$ cat src/common/uor_pkg.sv
package uor_pkg;

  // ********************************************************
  // register map
  // ********************************************************
  localparam int UOR_AW = 10;
  localparam int UOR_DW = 8;
  localparam logic [UOR_AW-1:0] UOR_OFS_RUN = 10'h2e0;
  localparam logic [UOR_AW-1:0] UOR_OFS_INTERP = 10'h2e1;
  localparam logic [UOR_AW-1:0] UOR_OFS_GAIN = 10'h2e2;
  localparam logic [UOR_AW-1:0] UOR_OFS_FORMAT = 10'h2e3;
  localparam logic [UOR_AW-1:0] UOR_OFS_ROUTE = 10'h2e4;
  localparam logic [UOR_AW-1:0] UOR_OFS_PULSE = 10'h2e8;
  localparam logic [UOR_AW-1:0] UOR_OFS_STATUS = 10'h2ef;
  localparam logic [UOR_DW-1:0] UOR_RST_REG = 8'h00;
  localparam logic [UOR_DW-1:0] UOR_RD_NONE = 8'h00;

  // ********************************************************
  // field positions
  // ********************************************************
  localparam int UOR_RUN_BIT = 0;
  localparam int UOR_COMPLEX_BIT = 0;
  localparam int UOR_INTERP_LSB = 0;
  localparam int UOR_ROUTE_A_LSB = 0;
  localparam int UOR_ROUTE_B_LSB = 4;
  localparam int UOR_PULSE_A_LSB = 0;
  localparam int UOR_PULSE_B_LSB = 4;
  localparam int UOR_ST_RUN_BIT = 0;
  localparam int UOR_ST_MIX_BIT = 1;
  localparam int UOR_ST_RSV_BIT = 2;

  // interpolation code 0 is factor one: up-converters bypassed
  localparam logic [3:0] UOR_INTERP_1X = 4'h0;
  localparam logic [3:0] UOR_ALLOW_REAL = 4'hf;
  localparam logic [3:0] UOR_ALLOW_CPLX = 4'h3;
  localparam logic [3:0] UOR_SEL_IMAG = 4'hc;
  localparam logic [3:0] UOR_SEL_REAL = 4'h3;

  localparam logic [1:0] UOR_GAIN_0DB = 2'h0;
  localparam logic [1:0] UOR_GAIN_6DB = 2'h1;
  localparam logic [1:0] UOR_GAIN_12DB = 2'h2;

  localparam int UOR_SW = 16;

  typedef enum logic [2:0] {
    UOR_PF_NRZ = 3'h0,
    UOR_PF_RTI = 3'h1,
    UOR_PF_RTZ = 3'h2,
    UOR_PF_DRLP = 3'h3,
    UOR_PF_DRHP = 3'h4,
    UOR_PF_RSV5 = 3'h5,
    UOR_PF_OFF = 3'h6,
    UOR_PF_RSV7 = 3'h7
  } uor_pulse_t;

  typedef struct packed {
    logic [UOR_SW-1:0] in_i;
    logic [UOR_SW-1:0] in_q;
    logic [3:0][UOR_SW-1:0] re;
    logic [1:0][UOR_SW-1:0] im;
  } uor_samp_t;

  typedef struct packed {
    logic enable;
    logic nrz;
    logic rti;
    logic rtz;
    logic dr_lp;
    logic dr_hp;
  } uor_conv_t;

  localparam uor_conv_t UOR_CONV_IDLE = '0;

  function automatic logic [UOR_SW-1:0] uor_gain(
    input logic [UOR_SW-1:0] s,
    input logic [1:0] g
  );
    logic [UOR_SW-1:0] r;
    case (g)
      UOR_GAIN_6DB: r = $signed(s) >>> 1;
      UOR_GAIN_12DB: r = $signed(s) >>> 2;
      default: r = s;
    endcase
    return r;
  endfunction : uor_gain

  // reserved codes leave the converter off: safest output
  function automatic uor_conv_t uor_decode_pulse(input logic [2:0] m);
    uor_conv_t c;
    c = UOR_CONV_IDLE;
    case (uor_pulse_t'(m))
      UOR_PF_NRZ: c.nrz = 1'b1;
      UOR_PF_RTI: c.rti = 1'b1;
      UOR_PF_RTZ: c.rtz = 1'b1;
      UOR_PF_DRLP: c.dr_lp = 1'b1;
      UOR_PF_DRHP: c.dr_hp = 1'b1;
      default: c.nrz = 1'b0;
    endcase
    c.enable = c.nrz | c.rti | c.rtz | c.dr_lp | c.dr_hp;
    return c;
  endfunction : uor_decode_pulse

endpackage : uor_pkg

$ cat src/design/uor_sum.sv
`timescale 1ns/10ps
module uor_sum import uor_pkg::*; #(
  parameter int SW = UOR_SW
) (
  input wire logic [3:0] sel,
  input wire logic bypass,
  input wire logic complex_fmt,
  input wire logic [3:0][1:0] gain,
  input wire uor_samp_t samp,
  output logic [SW-1:0] sum
);

  localparam logic signed [SW+1:0] MAXV = {3'b000, {(SW-1){1'b1}}};
  localparam logic signed [SW+1:0] MINV = {3'b111, {(SW-1){1'b0}}};

  wire [SW-1:0] term [4];
  logic signed [SW+1:0] ext [4];
  logic signed [SW+1:0] acc;

  // bypass feeds raw streams; otherwise gain-scaled up-converter outputs
  assign term[0] = bypass ? samp.in_i : uor_gain(samp.re[0], gain[0]);
  assign term[1] = bypass ? samp.in_q : uor_gain(samp.re[1], gain[1]);
  // complex format: gains 2 and 3 scale the imaginary parts
  assign term[2] = complex_fmt ? uor_gain(samp.im[0], gain[2])
                               : uor_gain(samp.re[2], gain[2]);
  assign term[3] = complex_fmt ? uor_gain(samp.im[1], gain[3])
                               : uor_gain(samp.re[3], gain[3]);

  genvar k;
  generate
    for (k = 0; k < 4; k++) begin : g_term
      // upper select bits do nothing in bypass
      wire use_term = sel[k] && !(bypass && k >= 2);
      assign ext[k] = use_term ? {{2{term[k][SW-1]}}, term[k]} : '0;
    end
  endgenerate

  // several selected terms add up, saturating at full scale
  always_comb begin
    acc = '0;
    for (int j = 0; j < 4; j++) begin
      acc = acc + ext[j];
    end
  end

  assign sum = (acc > MAXV) ? MAXV[SW-1:0] :
               (acc < MINV) ? MINV[SW-1:0] : acc[SW-1:0];

endmodule : uor_sum

$ cat src/design/uor_top.sv
// The address-and-strobe port was decided locally.
`timescale 1ns/10ps

// Functional notes
// - format bit clear: mixers output real only; four up-converters allowed.
// - format bit set: complex outputs; only up-converters 0 and 1 allowed.
// - interpolation at most one: routing field picks raw input streams.
// - bypass: bit 0 picks stream I, bit 1 stream Q; bits 2, 3 ignored.
// - interpolation two or more: routing bits pick up-converter outputs.
// - bits 0,1 real of 0,1; bits 2,3 real of 2,3 or imag of 0,1.
// - several set bits are summed before the converter.
// - pulse register bits 6..4 set converter B pulse format.
// - pulse register bits 2..0 set converter A; bits 7 and 3 reserved.
// - code 0 NRZ, 1 return-to-inverse, 2 return-to-zero.
// - code 3 double-rate low-pass, 4 high-pass, 6 off, 7 reserved.
// - datapath run bit clear holds the datapath in reset.
// - complex format: gains 2, 3 scale imaginary outputs of 0, 1.
module uor_top import uor_pkg::*; #(
  parameter int SW = UOR_SW
) (
  input wire logic CORE_CLK,
  input wire logic SYS_RST,
  input wire logic [UOR_AW-1:0] REG_ADDR,
  input wire logic [UOR_DW-1:0] REG_WDATA,
  input wire logic REG_WR,
  input wire logic REG_RD,
  output logic [UOR_DW-1:0] REG_RDATA,
  input wire uor_samp_t SAMPLES,
  input wire logic SAMPLE_VALID,
  output logic [SW-1:0] CONV_A_DATA,
  output logic [SW-1:0] CONV_B_DATA,
  output logic CONV_VALID,
  output uor_conv_t CONV_A_CTL,
  output uor_conv_t CONV_B_CTL,
  output logic UC_COMPLEX,
  output logic [3:0] UC_ALLOW,
  output logic DATAPATH_RUN
);

  // ********************************************************
  // registers
  // ********************************************************
  logic run;
  logic [3:0] interp;
  logic [3:0][1:0] gain;
  logic complex_fmt;
  logic [7:0] route;
  logic [2:0] pulse_a;
  logic [2:0] pulse_b;

  wire wr_run = REG_WR && (REG_ADDR == UOR_OFS_RUN);
  wire wr_interp = REG_WR && (REG_ADDR == UOR_OFS_INTERP);
  wire wr_gain = REG_WR && (REG_ADDR == UOR_OFS_GAIN);
  wire wr_format = REG_WR && (REG_ADDR == UOR_OFS_FORMAT);
  wire wr_route = REG_WR && (REG_ADDR == UOR_OFS_ROUTE);
  wire wr_pulse = REG_WR && (REG_ADDR == UOR_OFS_PULSE);

  // writes while running are taken as-is; glitches are the user's
  always_ff @(posedge CORE_CLK) begin
    if (SYS_RST) begin
      run <= 1'b0;
      interp <= '0;
      gain <= '0;
    end else begin
      if (wr_run) run <= REG_WDATA[UOR_RUN_BIT];
      if (wr_interp) interp <= REG_WDATA[UOR_INTERP_LSB +: 4];
      if (wr_gain) gain <= REG_WDATA;
    end
  end

  always_ff @(posedge CORE_CLK) begin
    if (SYS_RST) begin
      complex_fmt <= 1'b0;
      route <= UOR_RST_REG;
      pulse_a <= UOR_PF_NRZ;
      pulse_b <= UOR_PF_NRZ;
    end else begin
      if (wr_format) complex_fmt <= REG_WDATA[UOR_COMPLEX_BIT];
      if (wr_route) route <= REG_WDATA;
      // bits 7 and 3 are not stored
      if (wr_pulse) pulse_a <= REG_WDATA[UOR_PULSE_A_LSB +: 3];
      if (wr_pulse) pulse_b <= REG_WDATA[UOR_PULSE_B_LSB +: 3];
    end
  end

  // ********************************************************
  // status and read-back
  // ********************************************************
  wire [3:0] route_a = route[UOR_ROUTE_A_LSB +: 4];
  wire [3:0] route_b = route[UOR_ROUTE_B_LSB +: 4];
  wire bypass = (interp == UOR_INTERP_1X);

  function automatic logic bad_route(input logic [3:0] r,
                                     input logic byp,
                                     input logic cpx);
    logic both;
    both = r[0] && r[1];
    if (byp) return both;
    return cpx && |(r & UOR_SEL_REAL) && |(r & UOR_SEL_IMAG);
  endfunction : bad_route

  // flags only; the sum is still formed so behaviour stays defined
  wire mix_flag = bad_route(route_a, bypass, complex_fmt) ||
                  bad_route(route_b, bypass, complex_fmt);
  wire rsv_flag = (pulse_a == UOR_PF_RSV5) || (pulse_b == UOR_PF_RSV5) ||
                  (pulse_a == UOR_PF_RSV7) || (pulse_b == UOR_PF_RSV7);

  wire [7:0] status = {5'h00, rsv_flag, mix_flag, run};
  wire [7:0] pulse_rd = {1'b0, pulse_b, 1'b0, pulse_a};

  logic [7:0] next_rdata;
  always_comb begin
    next_rdata = UOR_RD_NONE;
    if (REG_RD) begin
      case (REG_ADDR)
        UOR_OFS_RUN: next_rdata = {7'h00, run};
        UOR_OFS_INTERP: next_rdata = {4'h0, interp};
        UOR_OFS_GAIN: next_rdata = gain;
        UOR_OFS_FORMAT: next_rdata = {7'h00, complex_fmt};
        UOR_OFS_ROUTE: next_rdata = route;
        UOR_OFS_PULSE: next_rdata = pulse_rd;
        UOR_OFS_STATUS: next_rdata = status;
        default: next_rdata = UOR_RD_NONE;
      endcase
    end
  end

  always_ff @(posedge CORE_CLK) begin
    if (SYS_RST) REG_RDATA <= UOR_RD_NONE;
    else REG_RDATA <= next_rdata;
  end

  // ********************************************************
  // datapath, held in reset while stopped
  // ********************************************************
  wire dp_rst = SYS_RST || !run;
  wire [SW-1:0] sum_a;
  wire [SW-1:0] sum_b;

  uor_sum #(.SW(SW)) u_sum_a (
    .sel(route_a),
    .bypass(bypass),
    .complex_fmt(complex_fmt),
    .gain(gain),
    .samp(SAMPLES),
    .sum(sum_a)
  );

  uor_sum #(.SW(SW)) u_sum_b (
    .sel(route_b),
    .bypass(bypass),
    .complex_fmt(complex_fmt),
    .gain(gain),
    .samp(SAMPLES),
    .sum(sum_b)
  );

  wire uor_conv_t dec_a = uor_decode_pulse(pulse_a);
  wire uor_conv_t dec_b = uor_decode_pulse(pulse_b);
  // a disabled converter gets silence rather than stale samples
  wire [SW-1:0] out_a = dec_a.enable ? sum_a : '0;
  wire [SW-1:0] out_b = dec_b.enable ? sum_b : '0;
  wire [3:0] allow = complex_fmt ? UOR_ALLOW_CPLX
                                 : UOR_ALLOW_REAL;

  always_ff @(posedge CORE_CLK) begin
    if (dp_rst) begin
      CONV_A_DATA <= '0;
      CONV_B_DATA <= '0;
      CONV_VALID <= 1'b0;
      CONV_A_CTL <= UOR_CONV_IDLE;
      CONV_B_CTL <= UOR_CONV_IDLE;
      UC_COMPLEX <= 1'b0;
      UC_ALLOW <= '0;
    end else begin
      CONV_A_DATA <= out_a;
      CONV_B_DATA <= out_b;
      CONV_VALID <= SAMPLE_VALID;
      CONV_A_CTL <= dec_a;
      CONV_B_CTL <= dec_b;
      UC_COMPLEX <= complex_fmt;
      UC_ALLOW <= allow;
    end
  end

  always_ff @(posedge CORE_CLK) begin
    if (SYS_RST) DATAPATH_RUN <= 1'b0;
    else DATAPATH_RUN <= run;
  end

  // ********************************************************
  // assertions
  // ********************************************************
  wire gains_flat = (gain == '0);

  AST_REAL_FMT: assert property (@(posedge CORE_CLK) disable iff (SYS_RST)
    run && !complex_fmt |=> !UC_COMPLEX && UC_ALLOW == 4'hf)
    else $error("real format not presented to mixers");

  AST_CPLX_FMT: assert property (@(posedge CORE_CLK) disable iff (SYS_RST)
    run && complex_fmt |=> UC_COMPLEX && UC_ALLOW == 4'h3)
    else $error("complex format allows wrong up-converters");

  AST_BYP_I: assert property (@(posedge CORE_CLK) disable iff (SYS_RST)
    run && bypass && route_a[1:0] == 2'b01 && dec_a.enable
    |=> CONV_A_DATA == $past(SAMPLES.in_i))
    else $error("bypass stream I not routed to converter A");

  AST_BYP_Q: assert property (@(posedge CORE_CLK) disable iff (SYS_RST)
    run && bypass && route_b[1:0] == 2'b10 && dec_b.enable
    |=> CONV_B_DATA == $past(SAMPLES.in_q))
    else $error("bypass stream Q wrong or upper bits used");

  AST_DUC_REAL: assert property (@(posedge CORE_CLK) disable iff (SYS_RST)
    run && !bypass && !complex_fmt && route_a == 4'h4 && gains_flat &&
    dec_a.enable |=> CONV_A_DATA == $past(SAMPLES.re[2]))
    else $error("real up-converter 2 not routed");

  AST_DUC_SUM: assert property (@(posedge CORE_CLK) disable iff (SYS_RST)
    run && !bypass && route_b == 4'h3 && gains_flat && dec_b.enable &&
    SAMPLES.re[0] == 16'h0100 && SAMPLES.re[1] == 16'h0200
    |=> CONV_B_DATA == 16'h0300)
    else $error("selected outputs not summed");

  AST_GAIN_IM: assert property (@(posedge CORE_CLK) disable iff (SYS_RST)
    run && !bypass && complex_fmt && route_a == 4'h4 &&
    gain[2] == UOR_GAIN_6DB && dec_a.enable
    |=> $signed(CONV_A_DATA) ==
        ($signed($past(SAMPLES.im[0])) >>> 1))
    else $error("imaginary gain not applied");

  AST_PF_B: assert property (@(posedge CORE_CLK) disable iff (SYS_RST)
    run && pulse_b == UOR_PF_RTI
    |=> CONV_B_CTL.rti && CONV_B_CTL.enable)
    else $error("converter B pulse field not applied");

  AST_PF_A_OFF: assert property (@(posedge CORE_CLK) disable iff (SYS_RST)
    run && pulse_a == 3'h6 |=> !CONV_A_CTL.enable && CONV_A_DATA == '0)
    else $error("converter A not disabled by code 6");

  AST_DRATE: assert property (@(posedge CORE_CLK) disable iff (SYS_RST)
    run && pulse_b == 3'h3 |=> CONV_B_CTL.dr_lp && !CONV_B_CTL.dr_hp)
    else $error("double-rate low-pass not selected");

  AST_DP_RESET: assert property (@(posedge CORE_CLK) disable iff (SYS_RST)
    !run |=> !CONV_VALID && CONV_A_DATA == '0 && !UC_COMPLEX)
    else $error("datapath not held in reset while stopped");

  AST_READ: assert property (@(posedge CORE_CLK) disable iff (SYS_RST)
    REG_RD && REG_ADDR == UOR_OFS_ROUTE |=> REG_RDATA == $past(route))
    else $error("routing register read-back wrong");

  AST_RD_IDLE: assert property (@(posedge CORE_CLK) disable iff (SYS_RST)
    !REG_RD |=> REG_RDATA == UOR_RD_NONE)
    else $error("read data not idle between reads");

  AST_ST_RUN: assert property (@(posedge CORE_CLK) disable iff (SYS_RST)
    REG_RD && REG_ADDR == UOR_OFS_STATUS
    |=> REG_RDATA[UOR_ST_RUN_BIT] == $past(run))
    else $error("status run bit wrong");

  AST_VALID: assert property (@(posedge CORE_CLK) disable iff (SYS_RST)
    run |=> CONV_VALID == $past(SAMPLE_VALID))
    else $error("converter valid does not follow samples");

  AST_RUN_FLAG: assert property (@(posedge CORE_CLK) disable iff (SYS_RST)
    1'b1 |=> DATAPATH_RUN == $past(run))
    else $error("datapath run flag wrong");

  AST_RSV_A: assert property (@(posedge CORE_CLK) disable iff (SYS_RST)
    run && (pulse_a == UOR_PF_RSV5 || pulse_a == UOR_PF_RSV7)
    |=> !CONV_A_CTL.enable && CONV_A_DATA == '0)
    else $error("reserved code left converter A on");

  AST_PF_B_OFF: assert property (@(posedge CORE_CLK) disable iff (SYS_RST)
    run && pulse_b == UOR_PF_OFF
    |=> !CONV_B_CTL.enable && CONV_B_DATA == '0)
    else $error("converter B not disabled by its own field");

  AST_PF_A_NRZ: assert property (@(posedge CORE_CLK) disable iff (SYS_RST)
    run && pulse_a == UOR_PF_NRZ
    |=> CONV_A_CTL.nrz && CONV_A_CTL.enable)
    else $error("converter A not in non-return-to-zero");

  COV_BYPASS: cover property (@(posedge CORE_CLK)
    run && bypass && route_a == 4'h1 && CONV_VALID);
  COV_CPLX_SUM: cover property (@(posedge CORE_CLK)
    run && complex_fmt && route_b[3]);
  COV_OFF: cover property (@(posedge CORE_CLK)
    run && pulse_b == 3'h6);
  COV_STOP: cover property (@(posedge CORE_CLK)
    DATAPATH_RUN ##1 !DATAPATH_RUN);

endmodule : uor_top

$ cat config.mk
export PLATFORM = sky130hd
export DESIGN_NAME = uor_top
export DESIGN_NICKNAME = d
export VERILOG_FILES = /design/src/common/uor_pkg.sv /design/src/design/uor_sum.sv /design/src/design/uor_top.sv
export SDC_FILE = /design/constraint.sdc
export NUM_CORES = 1
export LEC_CHECK = 0
export BUFFER_PORTS_ARGS = -buffer_cell sky130_fd_sc_hd__buf_2
export CAP_MARGIN = 10
export CORE_UTILIZATION = 40
export DETAILED_ROUTE_END_ITERATION = 7
export PLACE_DENSITY = 0.64
export SLEW_MARGIN = 10
export SYNTH_ARGS = -nofsm -noshare
export SYNTH_HDL_FRONTEND = slang
export SYNTH_SLANG_ARGS = --single-unit
$ cat constraint.sdc
create_clock -name CORE_CLK -period 5.55 [get_ports CORE_CLK]
set_input_delay 0.555 -clock CORE_CLK [delete_from_list [all_inputs] [get_ports CORE_CLK]]
set_output_delay 0.555 -clock CORE_CLK [all_outputs]
set_load 0.03 [all_outputs]
* Yosys cells after proc, flatten, opt, wreduce, memory -nomap -nowiden
Index checks and enable logic that the tools add are counted.
** Word-level totals
- Logic and storage cells :: 153
- Bits in registers :: 87
- Output and inout bits :: 59
** Cells by class
- Bitwise logic cells :: 11
- Magnitude comparators :: 4
- Multiplexer cells :: 39
- Reductions and logical operators :: 35
- Add/subtract/negate cells :: 6
- Equal/unequal tests :: 27
** Operator list (count)
- $pmux W15 S2 :: 6
- $mux W18 :: 8
- $add A18 B18 Y18 :: 6
- $mux W16 :: 6
- $eq A10 B10 Y1 const B :: 7
- $pmux W8 S7 :: 1
- $gt A18 B16 Y1 const B :: 2
- $lt A18 B16 Y1 const B :: 2
- $mux W15 :: 2
- $eq A3 B3 Y1 const B :: 6
- $logic_and A1 B1 Y1 :: 16
- $mux W1 :: 15
- $reduce_or A2 Y1 :: 7
- $eq A3 B2 Y1 const B :: 4
- $eq A2 B1 Y1 const B :: 4
- $eq A2 B2 Y1 const B :: 4
- $or A1 B1 Y1 :: 8
- $eq A3 B1 Y1 const B :: 2
- $logic_not A3 Y1 :: 2
- $reduce_or A3 Y1 :: 2
- $logic_or A1 B1 Y1 :: 5
- $logic_not A4 Y1 :: 1
- $mux W4 :: 1
- $not A1 Y1 :: 3
- $logic_not A1 Y1 :: 2

* Longest topological paths before layout
Gate-level depths: netlist of run 1.
- Word-level depth :: 10
- Gate-level depth with buffers :: 23
- Mapped depth without buffers :: 20

* Cells and area by module
From an unflattened synthesis of run 1, not the netlist that was laid out.
** Second synthesis, totals
- Cells, all modules :: 1623
- Area total of the unflattened synthesis :: 12092.8 µm²
** By module, submodules not included
- uor_sum at u_sum_b :: cells an instance 690, instances 1, area an instance 4633.2 µm²
- uor_sum at u_sum_a :: cells an instance 651, instances 1, area an instance 4360.4 µm²
- uor_top :: cells an instance 282, instances 1, area an instance 3099.2 µm²

* Least setup slack after synthesis of run 1
Ideal clock, no wire load.
- Path type :: register -> register
- Start point :: register gain[6] (netlist bit)
- End point :: register CONV_B_DATA[5]
- Arrival time :: 4.861 ns
- Path slack :: 0.601 ns
- Cell stages (with the launch flop) :: 19
- Clock period less this slack :: 4.949 ns
- Required time :: 5.463 ns
- Cells stage by stage :: dfxtp_1 > inv_1 > ha_1 > clkbuf_1 > clkbuf_1 > mux4_2 > nor2b_1 > fa_1 > fa_1 > ha_1 > fa_1 > a21o_1 > a21oi_1 > o31a_1 > o21ai_0 > xnor2_1 > o211ai_1 > buf_4 > o31ai_1
** Between the ends
- Word-level cells in the longest chain between the ends :: 8
- Elaborated cells between the ends (all ways) :: 11
- Classes of those cells :: 1 x add/sub; 2 x order compare; 2 x eq/ne; 6 x mux
** Ends and longest elaborated chain
- start, declared :: line uor_top.sv:45 : logic [3:0][1:0] gain;
- start signal, assigned :: line uor_top.sv:63 : gain <= '0;
- start signal, assigned :: line uor_top.sv:67 : if (wr_gain) gain <= REG_WDATA;
- $eq A2 B2 Y1 or $eq A2 B1 Y1 (tied branches) :: line uor_pkg.sv:79 : case (g)
- $pmux W15 S2 :: line uor_pkg.sv:79
- $mux W16 (*) :: line uor_sum.sv:26 : assign term[3] = complex_fmt ? uor_gain(samp.im[1], gain[3])
- $mux W18 (*) :: line uor_sum.sv:34 : assign ext[k] = use_term ? {{2{term[k][SW-1]}}, term[k]} : '0;
- $add A18 B18 Y18 (*) :: line uor_sum.sv:42 : acc = acc + ext[j];
- $lt A18 B16 Y1 :: line uor_sum.sv:47 : (acc < MINV) ? MINV[SW-1:0] : acc[SW-1:0];
- $mux W16 :: line uor_sum.sv:47
- $mux W15 (*) :: line uor_sum.sv:46 : assign sum = (acc > MAXV) ? MAXV[SW-1:0] :
- end signal, assigned :: line uor_top.sv:177 : CONV_B_DATA <= out_b;
- end, declared :: line uor_top.sv:31 : output logic [SW-1:0] CONV_B_DATA,
Mark *: on every way between the ends. The rest lies on a longest branch, timed or not.
A chain may end at the register's enable or synchronous reset.

* Worst setup path after layout of run 1
- Start point :: register interp[3]
- End point :: register CONV_B_DATA[3]
** Between the ends
- Word-level cells in the longest chain between the ends :: 9
- Elaborated cells between the ends (all ways) :: 17
- Classes of those cells :: 3 x add/sub; 2 x order compare; 8 x mux; 4 x reduce/logical
** Ends and longest elaborated chain
- start, declared :: line uor_top.sv:44 : logic [3:0] interp;
- start signal, assigned :: line uor_top.sv:66 : if (wr_interp) interp <= REG_WDATA[UOR_INTERP_LSB +: 4];
- $logic_not A4 Y1 (*) :: line uor_top.sv:91 : wire bypass = (interp == UOR_INTERP_1X);
- $mux W16, or another cell as far along :: line uor_sum.sv:21 : assign term[0] = bypass ? samp.in_i : uor_gain(samp.re[0], gain[0]);
- $mux W18 or $logic_and A1 B1 Y1 (tied branches) :: line uor_sum.sv:34, uor_sum.sv:33
- $add A18 B18 Y18 or $mux W18 (tied branches) :: line uor_sum.sv:42, uor_sum.sv:34
- $add A18 B18 Y18 :: line uor_sum.sv:42
- $add A18 B18 Y18 (*) :: line uor_sum.sv:42
- $lt A18 B16 Y1 :: line uor_sum.sv:47
- $mux W16 :: line uor_sum.sv:47
- $mux W15 (*) :: line uor_sum.sv:46
Marks and branches as above.

==> run summary, run 1 <==
Worst-path fanout max = 15
GPL Wtd Cong = 0.9855
Worst slew margin = 27.56%
Routed Wire Length = 30.24 mm
Post-CTS repair timing setup buffer count = 0
Pwr/cell area = 127.3 nW/um2
DRC viols = 0
Final core occ = 48.03%
Synth Flop Type = dfxtp_1
Most common cell after layout, fill and taps aside = buf_2
Maximum number of pins on one net before global-route repair = 32
CTS Root Cell = clkbuf_16
Worst skew pair latency = 0.36 ns
Final max-slew violation count = 0
Layout cells sized above 1 = 23.11%
Fmax = 191.1 MHz
Critical path type = flip-flop to flip-flop
Worst-Margin Slew = 1.082 ns
Hpwl dp = 24.93 mm
Nets@finish = 1578
Synth warn = 0
Maximum VDD drop = 0.1478 mV
#FFs+latches synth = 85
Congestion Overflow GR = 0
CTS Buf Count = 9
Worst path arrival time = 5.49 ns
Initial antenna violation count = 0
Tot GR Track Use = 25.70%
Die area = 23600 um2
Xor-xnor portion of the synthesized cell area = 2.762%
Die height = 153.6 um
Endpoints failing setup = 0
Simple-gate share of the synthesized area = 18.42%
DP Worst Slack = 0.1316 ns
RSZ-0062 raised after global routing = no
Io pins = 210
Final TNS setup = 0 ns
WL/cell = 18.79 um
P&R area growth vs syn = 17.91%
Vias per inst = 5.687
Detailed Route Iter0 Violations = 758
Synthesized area per cell = 8.003 um2
Setup crit start kind = flip-flop
Tmin final = 5.233 ns
Area after DPL = 10510 um2
Initial core utilization = 40.74%
Final hold slack = 0.4012 ns
Ant diodes = 0
Netlist cell types = 58
Number of global-route vias before repair = 8748
Post-Syn Instances = 1149
Core ar. = 22570 um2
Hold WC Path Type = input port to flip-flop
Critical Path RT = 5.81 ns
Fin crit share = 94.28%
Clock sink total = 85
Largest cells by area after synthesis = dfxtp_1 19%, fa_1 14%, mux4_2 6.9%
Register area share after synthesis = 18.51%
Yosys top cell by area = dfxtp_1
Max Cap Viol = 0
CTS tree = built
Async set-or-reset flop fraction in the synthesized netlist = 0%
Cell leakage power = 4.819 nW
Std cell rows = 55
Cell Area, Synth = 9195 um2
Outcome = finished clean
Die Wd = 153.6 um
Detailed-route via count = 9150
Syn_nets = 1408
Clk slew on worst S/H paths = 0.07 ns
Area share of the largest cell type after synthesis = 18.51%
Pre-antenna DRT Iters = 8
Final worst slack = 0.3175 ns
# hold bufs at CTS = 0
Final hold violations = 0
First-pass GRT wire length = 47.20 mm
Port-buffer cells = 209
Post-Synth Adder-Cell Area = 20.08%
Design area = 10840 um2
Compound-cell area share of the yosys netlist = 23.92%
Fraction of synthesized area in multiplexers = 8.069%
Critical path endpoint category = flip-flop
Most frequent cells in the layout = 209 x buf_2, 117 x inv_1, 116 x nor2_1
Largest family of logic cells by synthesized area = compound AO/OA/AOI/OAI gates
Number of synthesized flops with an enable pin = 0
DRT antenna net count = 0
Clock Path Buffers = 2
Htree depth = 3
Clock Skew = 0.01685 ns
## timing repair
action,4_1_cts,5_1_grt
gates resized for setup,0,10
endpoints found under the hold margin,0,0
endpoints found under the setup margin,0,30
## final timing paths
| path | startpoint | end | slack, ns | cells after the start |
|---|---|---|---|---|
| worst max-delay path | interp[3] | CONV_B_DATA[3] | 0.32 | 15 |
| worst min-delay path | SAMPLE_VALID | CONV_VALID | 0.40 | 2 |
| worst max register to register | interp[3] | CONV_B_DATA[3] | 0.32 | 15 |
| worst min register to register | gain[0] | gain[0] | 0.49 | 2 |
## logic make-up (layout without fill, tap and decap cells)
family,count (synthesis),in the layout
AO/OA/AOI/OAI,331,331
buffers and inverters,194,369
flip-flops,85,85
multiplexers,39,39
AND/OR/NAND/NOR,363,363
XOR/XNOR,29,29
adder cells (fa/ha/maj),108,108
## critical path, cell delays in order, from the launching register on
cell and delay [ns]:
dfxtp_1 0.35, or4_1 0.77, nand2_1 0.49, nor2b_1 0.16, fa_1 0.51, fa_1 0.51
ha_1 0.26, fa_1 0.41, a21o_1 0.17, a21oi_1 0.25, o31a_1 0.32, o21ai_0 0.15
xnor2_1 0.30, a21oi_2 0.05, buf_4 0.20, o31ai_1 0.24
## registers in the layout, summed over array words and instances (netlist names)
name and cells:
CONV_B_CTL 6, CONV_VALID 1, REG_RDATA 8, complex_fmt 1, CONV_A_DATA 16, UC_ALLOW 2
pulse_a 3, interp 4, CONV_A_CTL 6, CONV_B_DATA 16, pulse_b 3, run 1
DATAPATH_RUN 1, gain 8, route 8, UC_COMPLEX 1
## area by class of cell
class | instances | area (um2)
fillers | 2271 | 11730
multi-input cells | 870 | 6788
flip-flops and latches | 85 | 1704
repair buffers | 236 | 1261
inverters | 117 | 439.2
well taps | 285 | 356.6
clock buffers | 10 | 239.0
clock inverters | 6 | 53.80
## Yosys cell counts, types with 8 or more instances
library cell  instances
a21o_1               14
a21oi_1             115
a22o_1               57
a22oi_1              31
clkbuf_1             65
dfxtp_1              85
fa_1                 66
ha_1                 42
inv_1               117
mux2i_1              10
mux4_2               28
nand2_1             107
nand3_1              36
nand4_1               8
nor2_1              116
nor2b_1              60
o211ai_1              8
o21ai_0              55
xnor2_1              16
xor2_1               13
## routing by layer
metal  GRT usage, %  vias up  wire length [um]
met5              0        -                 0
met4          8.286        0               710
met3          4.059       40              2797
met2          42.08      473             13890
met1          34.59     4305             12850
li1               -     4332                 -
## where the power goes
part / switching (mW) / internal, mW
clock network: 0.286 / 0.326
logic: 0.0927 / 0.0670
registers: 0.000160 / 0.609
total: 0.378 / 1.00
## metrics by stage
step | power, mW | std cells
2_1_floorplan | 0.6721 | 1149
3_3_place_gp | 0.7801 | 1593
3_5_place_dp | 0.7792 | 1593
4_1_cts | 1.382 | 1609
5_1_grt | 1.426 | 1609
6_report | 1.380 | 1609
Power figures use the tool's default switching activity.
==> run 2: changes to the inputs <==
clock period = 5.6 ns   (was 5.55 ns; I/O delays follow)
==> run 2 against run 1 <==
Against the previous run: critical path depth grew 2; via count grew 0.26%; cell area grew 0.77%; routed wire length grew 3.8%; clock-buffer cell count shrank 1; combinational power is essentially flat; largest power group unchanged; first-iteration DRC count grew 4.0%; clock skew shrank 0.0017 ns; register-to-register slack lost 0.09 ns; cell count grew 0.37%.
==> run summary, run 2 (synthesis gave the netlist of run 1 again) <==
Outcome = finished clean
P&R area growth vs syn = 18.82%
Crit Reg-Reg Startpoint = gain[4]
Clk slew on worst S/H paths = 0.08 ns (about the same)
CTS Buf Count = 9 (unchanged)
Endpoints failing setup = 0 (unchanged)
Final hold violations = 0 (unchanged)
Worst skew pair latency = 0.36 ns (about the same)
Worst slew margin = 40.02% (+12 points)
Ant diodes = 0 (unchanged)
Clock Skew = 0.01519 ns (-0.001665 ns)
Critical path's top delay family = adder cells
Worst-Margin Slew = 0.8957 ns (-0.1861 ns)
Fmax = 186.0 MHz (-2.7%)
Hold endpoint = CONV_VALID
Critical path endpoint category = flip-flop
Hold WC Path Type = input port to flip-flop
Reg2Reg Depth = 17 (+2)
Port-buffer cells = 209 (unchanged)
Final max-slew violation count = 0 (unchanged)
Die height = 153.6 um (unchanged)
Htree depth = 3 (unchanged)
Fin crit share = 96.01% (+1.7 points)
GPL Wtd Cong = 0.9539 (-3.2%)
Std cell rows = 55 (unchanged)
Maximum number of pins on one net before global-route repair = 32 (unchanged)
Tmin final = 5.377 ns (+0.1442 ns)
Maximum VDD drop = 0.1313 mV (-11%)
WL/cell = 19.43 um (+3.4%)
Worst path arrival time = 5.66 ns (+0.17 ns)
Clock sink total = 85 (unchanged)
Initial core utilization = 40.74% (unchanged)
Number of global-route vias before repair = 8813 (+0.74%)
Detailed-route via count = 9174 (+0.26%)
Cell leakage power = 4.858 nW (+0.80%)
DRT antenna net count = 0 (unchanged)
Nets@finish = 1584 (+0.38%)
Final core occ = 48.40% (+0.37 points)
Io pins = 210 (unchanged)
Die Wd = 153.6 um (unchanged)
Clock Path Buffers = 2 (unchanged)
Worst stage delay on the critical path = 0.53 ns (-0.24 ns)
Congestion Overflow GR = 0 (unchanged)
Detailed Route Iter0 Violations = 788 (+4.0%)
Multi-input logic area = 6773 um2 (-0.22%)
Die area = 23600 um2 (unchanged)
Design area = 10930 um2 (+0.77%)
# hold bufs at CTS = 0 (unchanged)
Placed Instances = 1595 (+0.13%)
Crit path buf inv count = 3 (+2)
Most frequent cells in the layout = 209 x buf_2, 117 x inv_1, 116 x nor2_1
Fill count = 2277 (+0.26%)
Initial antenna violation count = 0 (unchanged)
Worst-path fanout max = 18 (+3)
Critical path type = flip-flop to flip-flop
Finished Layout Cells = 1615 (+0.37%)
Area after DPL = 10570 um2 (+0.62%)
Final hold slack = 0.4030 ns (+0.001793 ns)
Largest regs = CONV_A_DATA x16, CONV_B_DATA x16
R2R Setup Slk = 0.22 ns (-0.09 ns)
Hold depth = 2 (unchanged)
Crit-path cells = inv_1 > ha_1 > buf_12 > a22o_1 > mux4_2 > nor2b_1 > fa_1 > fa_1 > ha_1 > a21o_1 > a31o_1 > mux2_1 > a311o_1 > a211oi_2 > a21oi_4 > buf_4 > o31ai_2
Pre-antenna DRT Iters = 6 (-2)
Most common cell after layout, fill and taps aside = buf_2
Routed Wire Length = 31.38 mm (+3.8%)
Layout cells sized above 1 = 23.16% (+0.046 points)
First-pass GRT wire length = 48.66 mm (+3.1%)
RR Endpoint = CONV_B_DATA[12]
Register area = 1703 um2 (about the same)
Pwr/cell area = 126.4 nW/um2 (-0.75%)
DRC viols = 0 (unchanged)
Hpwl dp = 25.76 mm (+3.4%)
Setup crit start kind = flip-flop
Worst path slowest cell = fa_1
Max Cap Viol = 0 (unchanged)
Tot GR Track Use = 26.69% (+0.99 points)
CTS tree = built
CTS Root Cell = clkbuf_16
Hold path start = SAMPLE_VALID
Core ar. = 22570 um2 (unchanged)
Critical Path RT = 5.89 ns (+0.08 ns)
Vias per inst = 5.680 (-0.11%)
==> run 2: cell count changes in the layout (fill, tap and decap cells not counted), moves of 2 or more <==
cell    previous run  this run
buf_12             1         5
ha_1              37        41
buf_4             26        28
ha_2               3         1
ha_4               2         0
==> run 2: layout make-up <==
class,count,share of cell area [%]
multi-input combinational,870,61.99
sequential,85,15.59
inverter,117,4.020
tap,285,3.264
clock inverter,7,0.6642
clock buffer,9,2.061
timing repair buffer,242,12.41
==> run 2: repair_timing <==
action                     CTS  global route
resized for setup            0             5
buffers inserted             0             4
setup endpoints to repair    0            30
==> run 2: worst max path at each step <==
| stage | from | to | slack, ns | depth (start not counted) |
|---|---|---|---|---|
| finish | gain[4] | CONV_B_DATA[12] | 0.22 | 17 |
| global placement | gain[6] | CONV_A_DATA[14] | 0.26 | 20 |
| detailed placement | gain[4] | CONV_B_DATA[1] | 0.14 | 18 |
| global route | gain[2] | CONV_B_DATA[12] | -0.04 | 21 |
| CTS | gain[4] | CONV_B_DATA[1] | 0.12 | 18 |
| floorplan | gain[6] | CONV_B_DATA[5] | 0.65 | 18 |
==> run 2: layer usage <==
layer  up-vias  share of wire (%)  wire [um]  track usage (%)
met5         -                  0          0                0
met4         0                2.2        704            8.190
met3        45                7.9       2486            4.876
met2       420                 45      14210            42.58
met1      4369                 45      13980            36.58
li1       4340                  -          -                -
==> run 2: worst register-to-register path, stage by stage (launching register included) <==
cell and delay (ns):
dfxtp_1 0.40, inv_1 0.06, ha_1 0.37, buf_12 0.23, a22o_1 0.24, mux4_2 0.47, nor2b_1 0.16, fa_1 0.53
fa_1 0.43, ha_1 0.41, a21o_1 0.24, a31o_1 0.25, mux2_1 0.32, a311o_1 0.33, a211oi_2 0.29, a21oi_4 0.19
buf_4 0.19, o31ai_2 0.19
==> run 2: per-stage QoR <==
| stage | setup WS (ns) | setup TNS [ns] | power [mW] |
|---|---|---|---|
| 2_1_floorplan | 0.6512 | 0 | 0.6661 |
| 4_1_cts | 0.1238 | 0 | 1.386 |
| 3_3_place_gp | 0.2593 | 0 | 0.7738 |
| 3_5_place_dp | 0.1426 | 0 | 0.7723 |
| 6_report | 0.2232 | 0 | 1.381 |
| 5_1_grt | -0.03599 | -0.1405 | 1.418 |
==> run 2: power by group <==
part | total, mW | leakage (nW) | switching (mW) | internal (mW)
clock network | 0.619 | 0.144 | 0.303 | 0.316
registers | 0.604 | 0.685 | 0.000155 | 0.604
logic | 0.158 | 4.03 | 0.0911 | 0.0667
==> run 3: changes to the inputs <==
CORE_ASPECT_RATIO = 1.4   (was default)
==> run 3 against run 2 <==
Against the previous run: clock-buffer cell count increased by 1; sequential share of layout area is essentially flat; cell count is 0.99% higher; clock power is 1% higher; power is 0.60% higher; combinational power hardly changed; via count shrank 1.4%; critical path type unchanged; sequential power hardly changed; register-to-register slack better by 0.06 ns; clock skew is 0.0027 ns lower; worst hold slack worse by 0.00059 ns; cell area down 0.10%.
==> run summary, run 3 (synthesis gave the netlist of run 1 again) <==
Outcome = finished clean
Critical path type = flip-flop to flip-flop
Std cell rows = 65 (+18%)
Die area = 23610 um2 (about the same)
Worst slew margin = 45.15% (+5.1 points)
First-pass GRT wire length = 46.26 mm (-4.9%)
GPL Wtd Cong = 0.9577 (+0.40%)
DRT antenna net count = 0 (unchanged)
Most frequent cells in the layout = 209 x buf_2, 117 x inv_1, 116 x nor2_1
Routed Wire Length = 29.71 mm (-5.3%)
Vias per inst = 5.543 (-2.4%)
Detailed-route via count = 9041 (-1.4%)
CTS Buf Count = 9 (unchanged)
Clock Path Buffers = 2 (unchanged)
Critical path's top delay family = adder cells
Port-buffer cells = 209 (unchanged)
Hold WC Path Type = input port to flip-flop
Most common cell after layout, fill and taps aside = buf_2
Endpoints failing setup = 0 (unchanged)
Largest regs = CONV_A_DATA x16, CONV_B_DATA x16
RSZ-0062 raised after global routing = no
Crit path buf inv count = 5 (+2)
Worst path slowest cell = fa_1
Critical Path RT = 5.87 ns (-0.02 ns)
Number of global-route vias before repair = 8770 (-0.49%)
Critical path endpoint category = flip-flop
Worst-Margin Slew = 0.8227 ns (-0.07303 ns)
# hold bufs at CTS = 0 (unchanged)
Detailed Route Iter0 Violations = 723 (-8.2%)
Worst-path fanout max = 21 (+3)
Io pins = 210 (unchanged)
Crit path top cell by count = inv_1
Clock sink total = 85 (unchanged)
Worst path arrival time = 5.58 ns (-0.08 ns)
Pre-antenna DRT Iters = 5 (-1)
Htree depth = 3 (unchanged)
Hpwl dp = 24.57 mm (-4.6%)
CTS tree = built
Final TNS setup = 0 ns (unchanged)
Initial antenna violation count = 0 (unchanged)
Pwr/cell area = 127.2 nW/um2 (+0.71%)
Initial core utilization = 40.82% (+0.079 points)
Maximum VDD drop = 0.1858 mV (+42%)
Design Power = 1.389 mW (+0.60%)
Fmax = 188.2 MHz (+1.2%)
Clock Skew = 0.01252 ns (-0.002667 ns)
Layout cells sized above 1 = 23.08% (-0.075 points)
Maximum number of pins on one net before global-route repair = 36 (+13%)
Setup crit start kind = flip-flop
Worst stage delay on the critical path = 0.53 ns (about the same)
Cell leakage power = 4.867 nW (+0.18%)
Final max-slew violation count = 0 (unchanged)
CTS Root Cell = clkbuf_16
Tot GR Track Use = 25.66% (-1.0 points)
Final hold violations = 0 (unchanged)
DRC viols = 0 (unchanged)
Die Wd = 130.1 um (-15%)
Crit-path cells = inv_1 > ha_1 > buf_4 > a22o_1 > mux4_2 > nor2b_1 > fa_1 > inv_1 > fa_1 > inv_1 > ha_1 > a21oi_1 > o21ai_0 > nor2b_1 > o31a_1 > nor4_4 > buf_4 > o21ai_0 > a21oi_1
Nets@finish = 1584 (unchanged)
Fill count = 2278 (+0.044%)
Clk slew on worst S/H paths = 0.07 ns (about the same)
WL/cell = 18.21 um (-6.2%)
Die height = 181.4 um (+18%)
P&R area growth vs syn = 18.70%
Worst skew pair latency = 0.36 ns (about the same)
Tmin final = 5.313 ns (-0.06329 ns)
Max Cap Viol = 0 (unchanged)
Fin crit share = 94.88% (-1.1 points)
Ant diodes = 0 (unchanged)
Congestion Overflow GR = 0 (unchanged)
Core ar. = 22530 um2 (-0.19%)
==> run 3: path summary, 6_finish.rpt <==
kind         slack, ns  cells after the start    startpoint         endpoint
max               0.29                     19       gain[5]  CONV_A_DATA[11]
min               0.40                      2  SAMPLE_VALID       CONV_VALID
max reg2reg       0.29                     19       gain[5]  CONV_A_DATA[11]
min reg2reg       0.49                      1    pulse_b[1]    CONV_B_CTL[3]
==> run 3: metal layers <==
metal / up-vias / GRT usage (%) / wire [um]
met5: - / 0 / 0
met3: 78 / 2.887 / 1263
met4: 0 / 13.21 / 1539
met1: 4280 / 28.90 / 11240
li1: 4344 / - / -
met2: 339 / 46.64 / 15670
==> run 3: through the flow <==
| step | hold slack (ns) | cell area, um2 | worst slack (ns) | util (%) | std cells |
|---|---|---|---|---|---|
| 4_1_cts | 0.3879 | 10890 | 0.09255 | 48.33 | 1631 |
| 6_report | 0.4024 | 10910 | 0.2865 | 48.45 | 1631 |
| 3_5_place_dp | 0.4837 | 10580 | 0.1242 | 46.96 | 1615 |
| 3_3_place_gp | 0.4845 | 10580 | 0.2410 | 46.96 | 1615 |
| 2_1_floorplan | 0.4397 | 9195 | 0.6512 | - | 1149 |
| 5_1_grt | 0.3966 | 10910 | 0.01631 | 48.45 | 1631 |
==> run 3: area by class of cell <==
| type | instances | area [um2] | area share [%] |
|---|---|---|---|
| sequential | 85 | 1703 | 15.60 |
| clock inverter | 6 | 78.83 | 0.7222 |
| inverter | 117 | 439.2 | 4.024 |
| multi-input combinational | 870 | 6769 | 62.02 |
| clock buffer | 10 | 229.0 | 2.098 |
| timing repair buffer | 242 | 1319 | 12.08 |
| tap | 301 | 376.6 | 3.451 |
==> run 3: power by group <==
part,leakage (nW),switching (mW),internal [mW]
clock,0.152,0.270,0.356
sequential,0.685,0.000149,0.604
combinational,4.03,0.0906,0.0676
total,4.87,0.361,1.03
==> run 3: worst reg2reg max path, cell delays in order (launching register included) <==
cell     delay, ns
dfxtp_1       0.39
inv_1         0.06
ha_1          0.41
buf_4         0.28
a22o_1        0.18
mux4_2        0.49
nor2b_1       0.17
fa_1          0.53
inv_1         0.06
fa_1          0.53
inv_1         0.04
ha_1          0.36
a21oi_1       0.28
o21ai_0       0.16
nor2b_1       0.18
o31a_1        0.33
nor4_4        0.28
buf_4         0.22
o21ai_0       0.10
a21oi_1       0.17
==> run 3: timing repair <==
item | CTS | global route
buffers inserted | 0 | 0
endpoints found under the setup margin | 0 | 30
gates resized for setup | 0 | 6
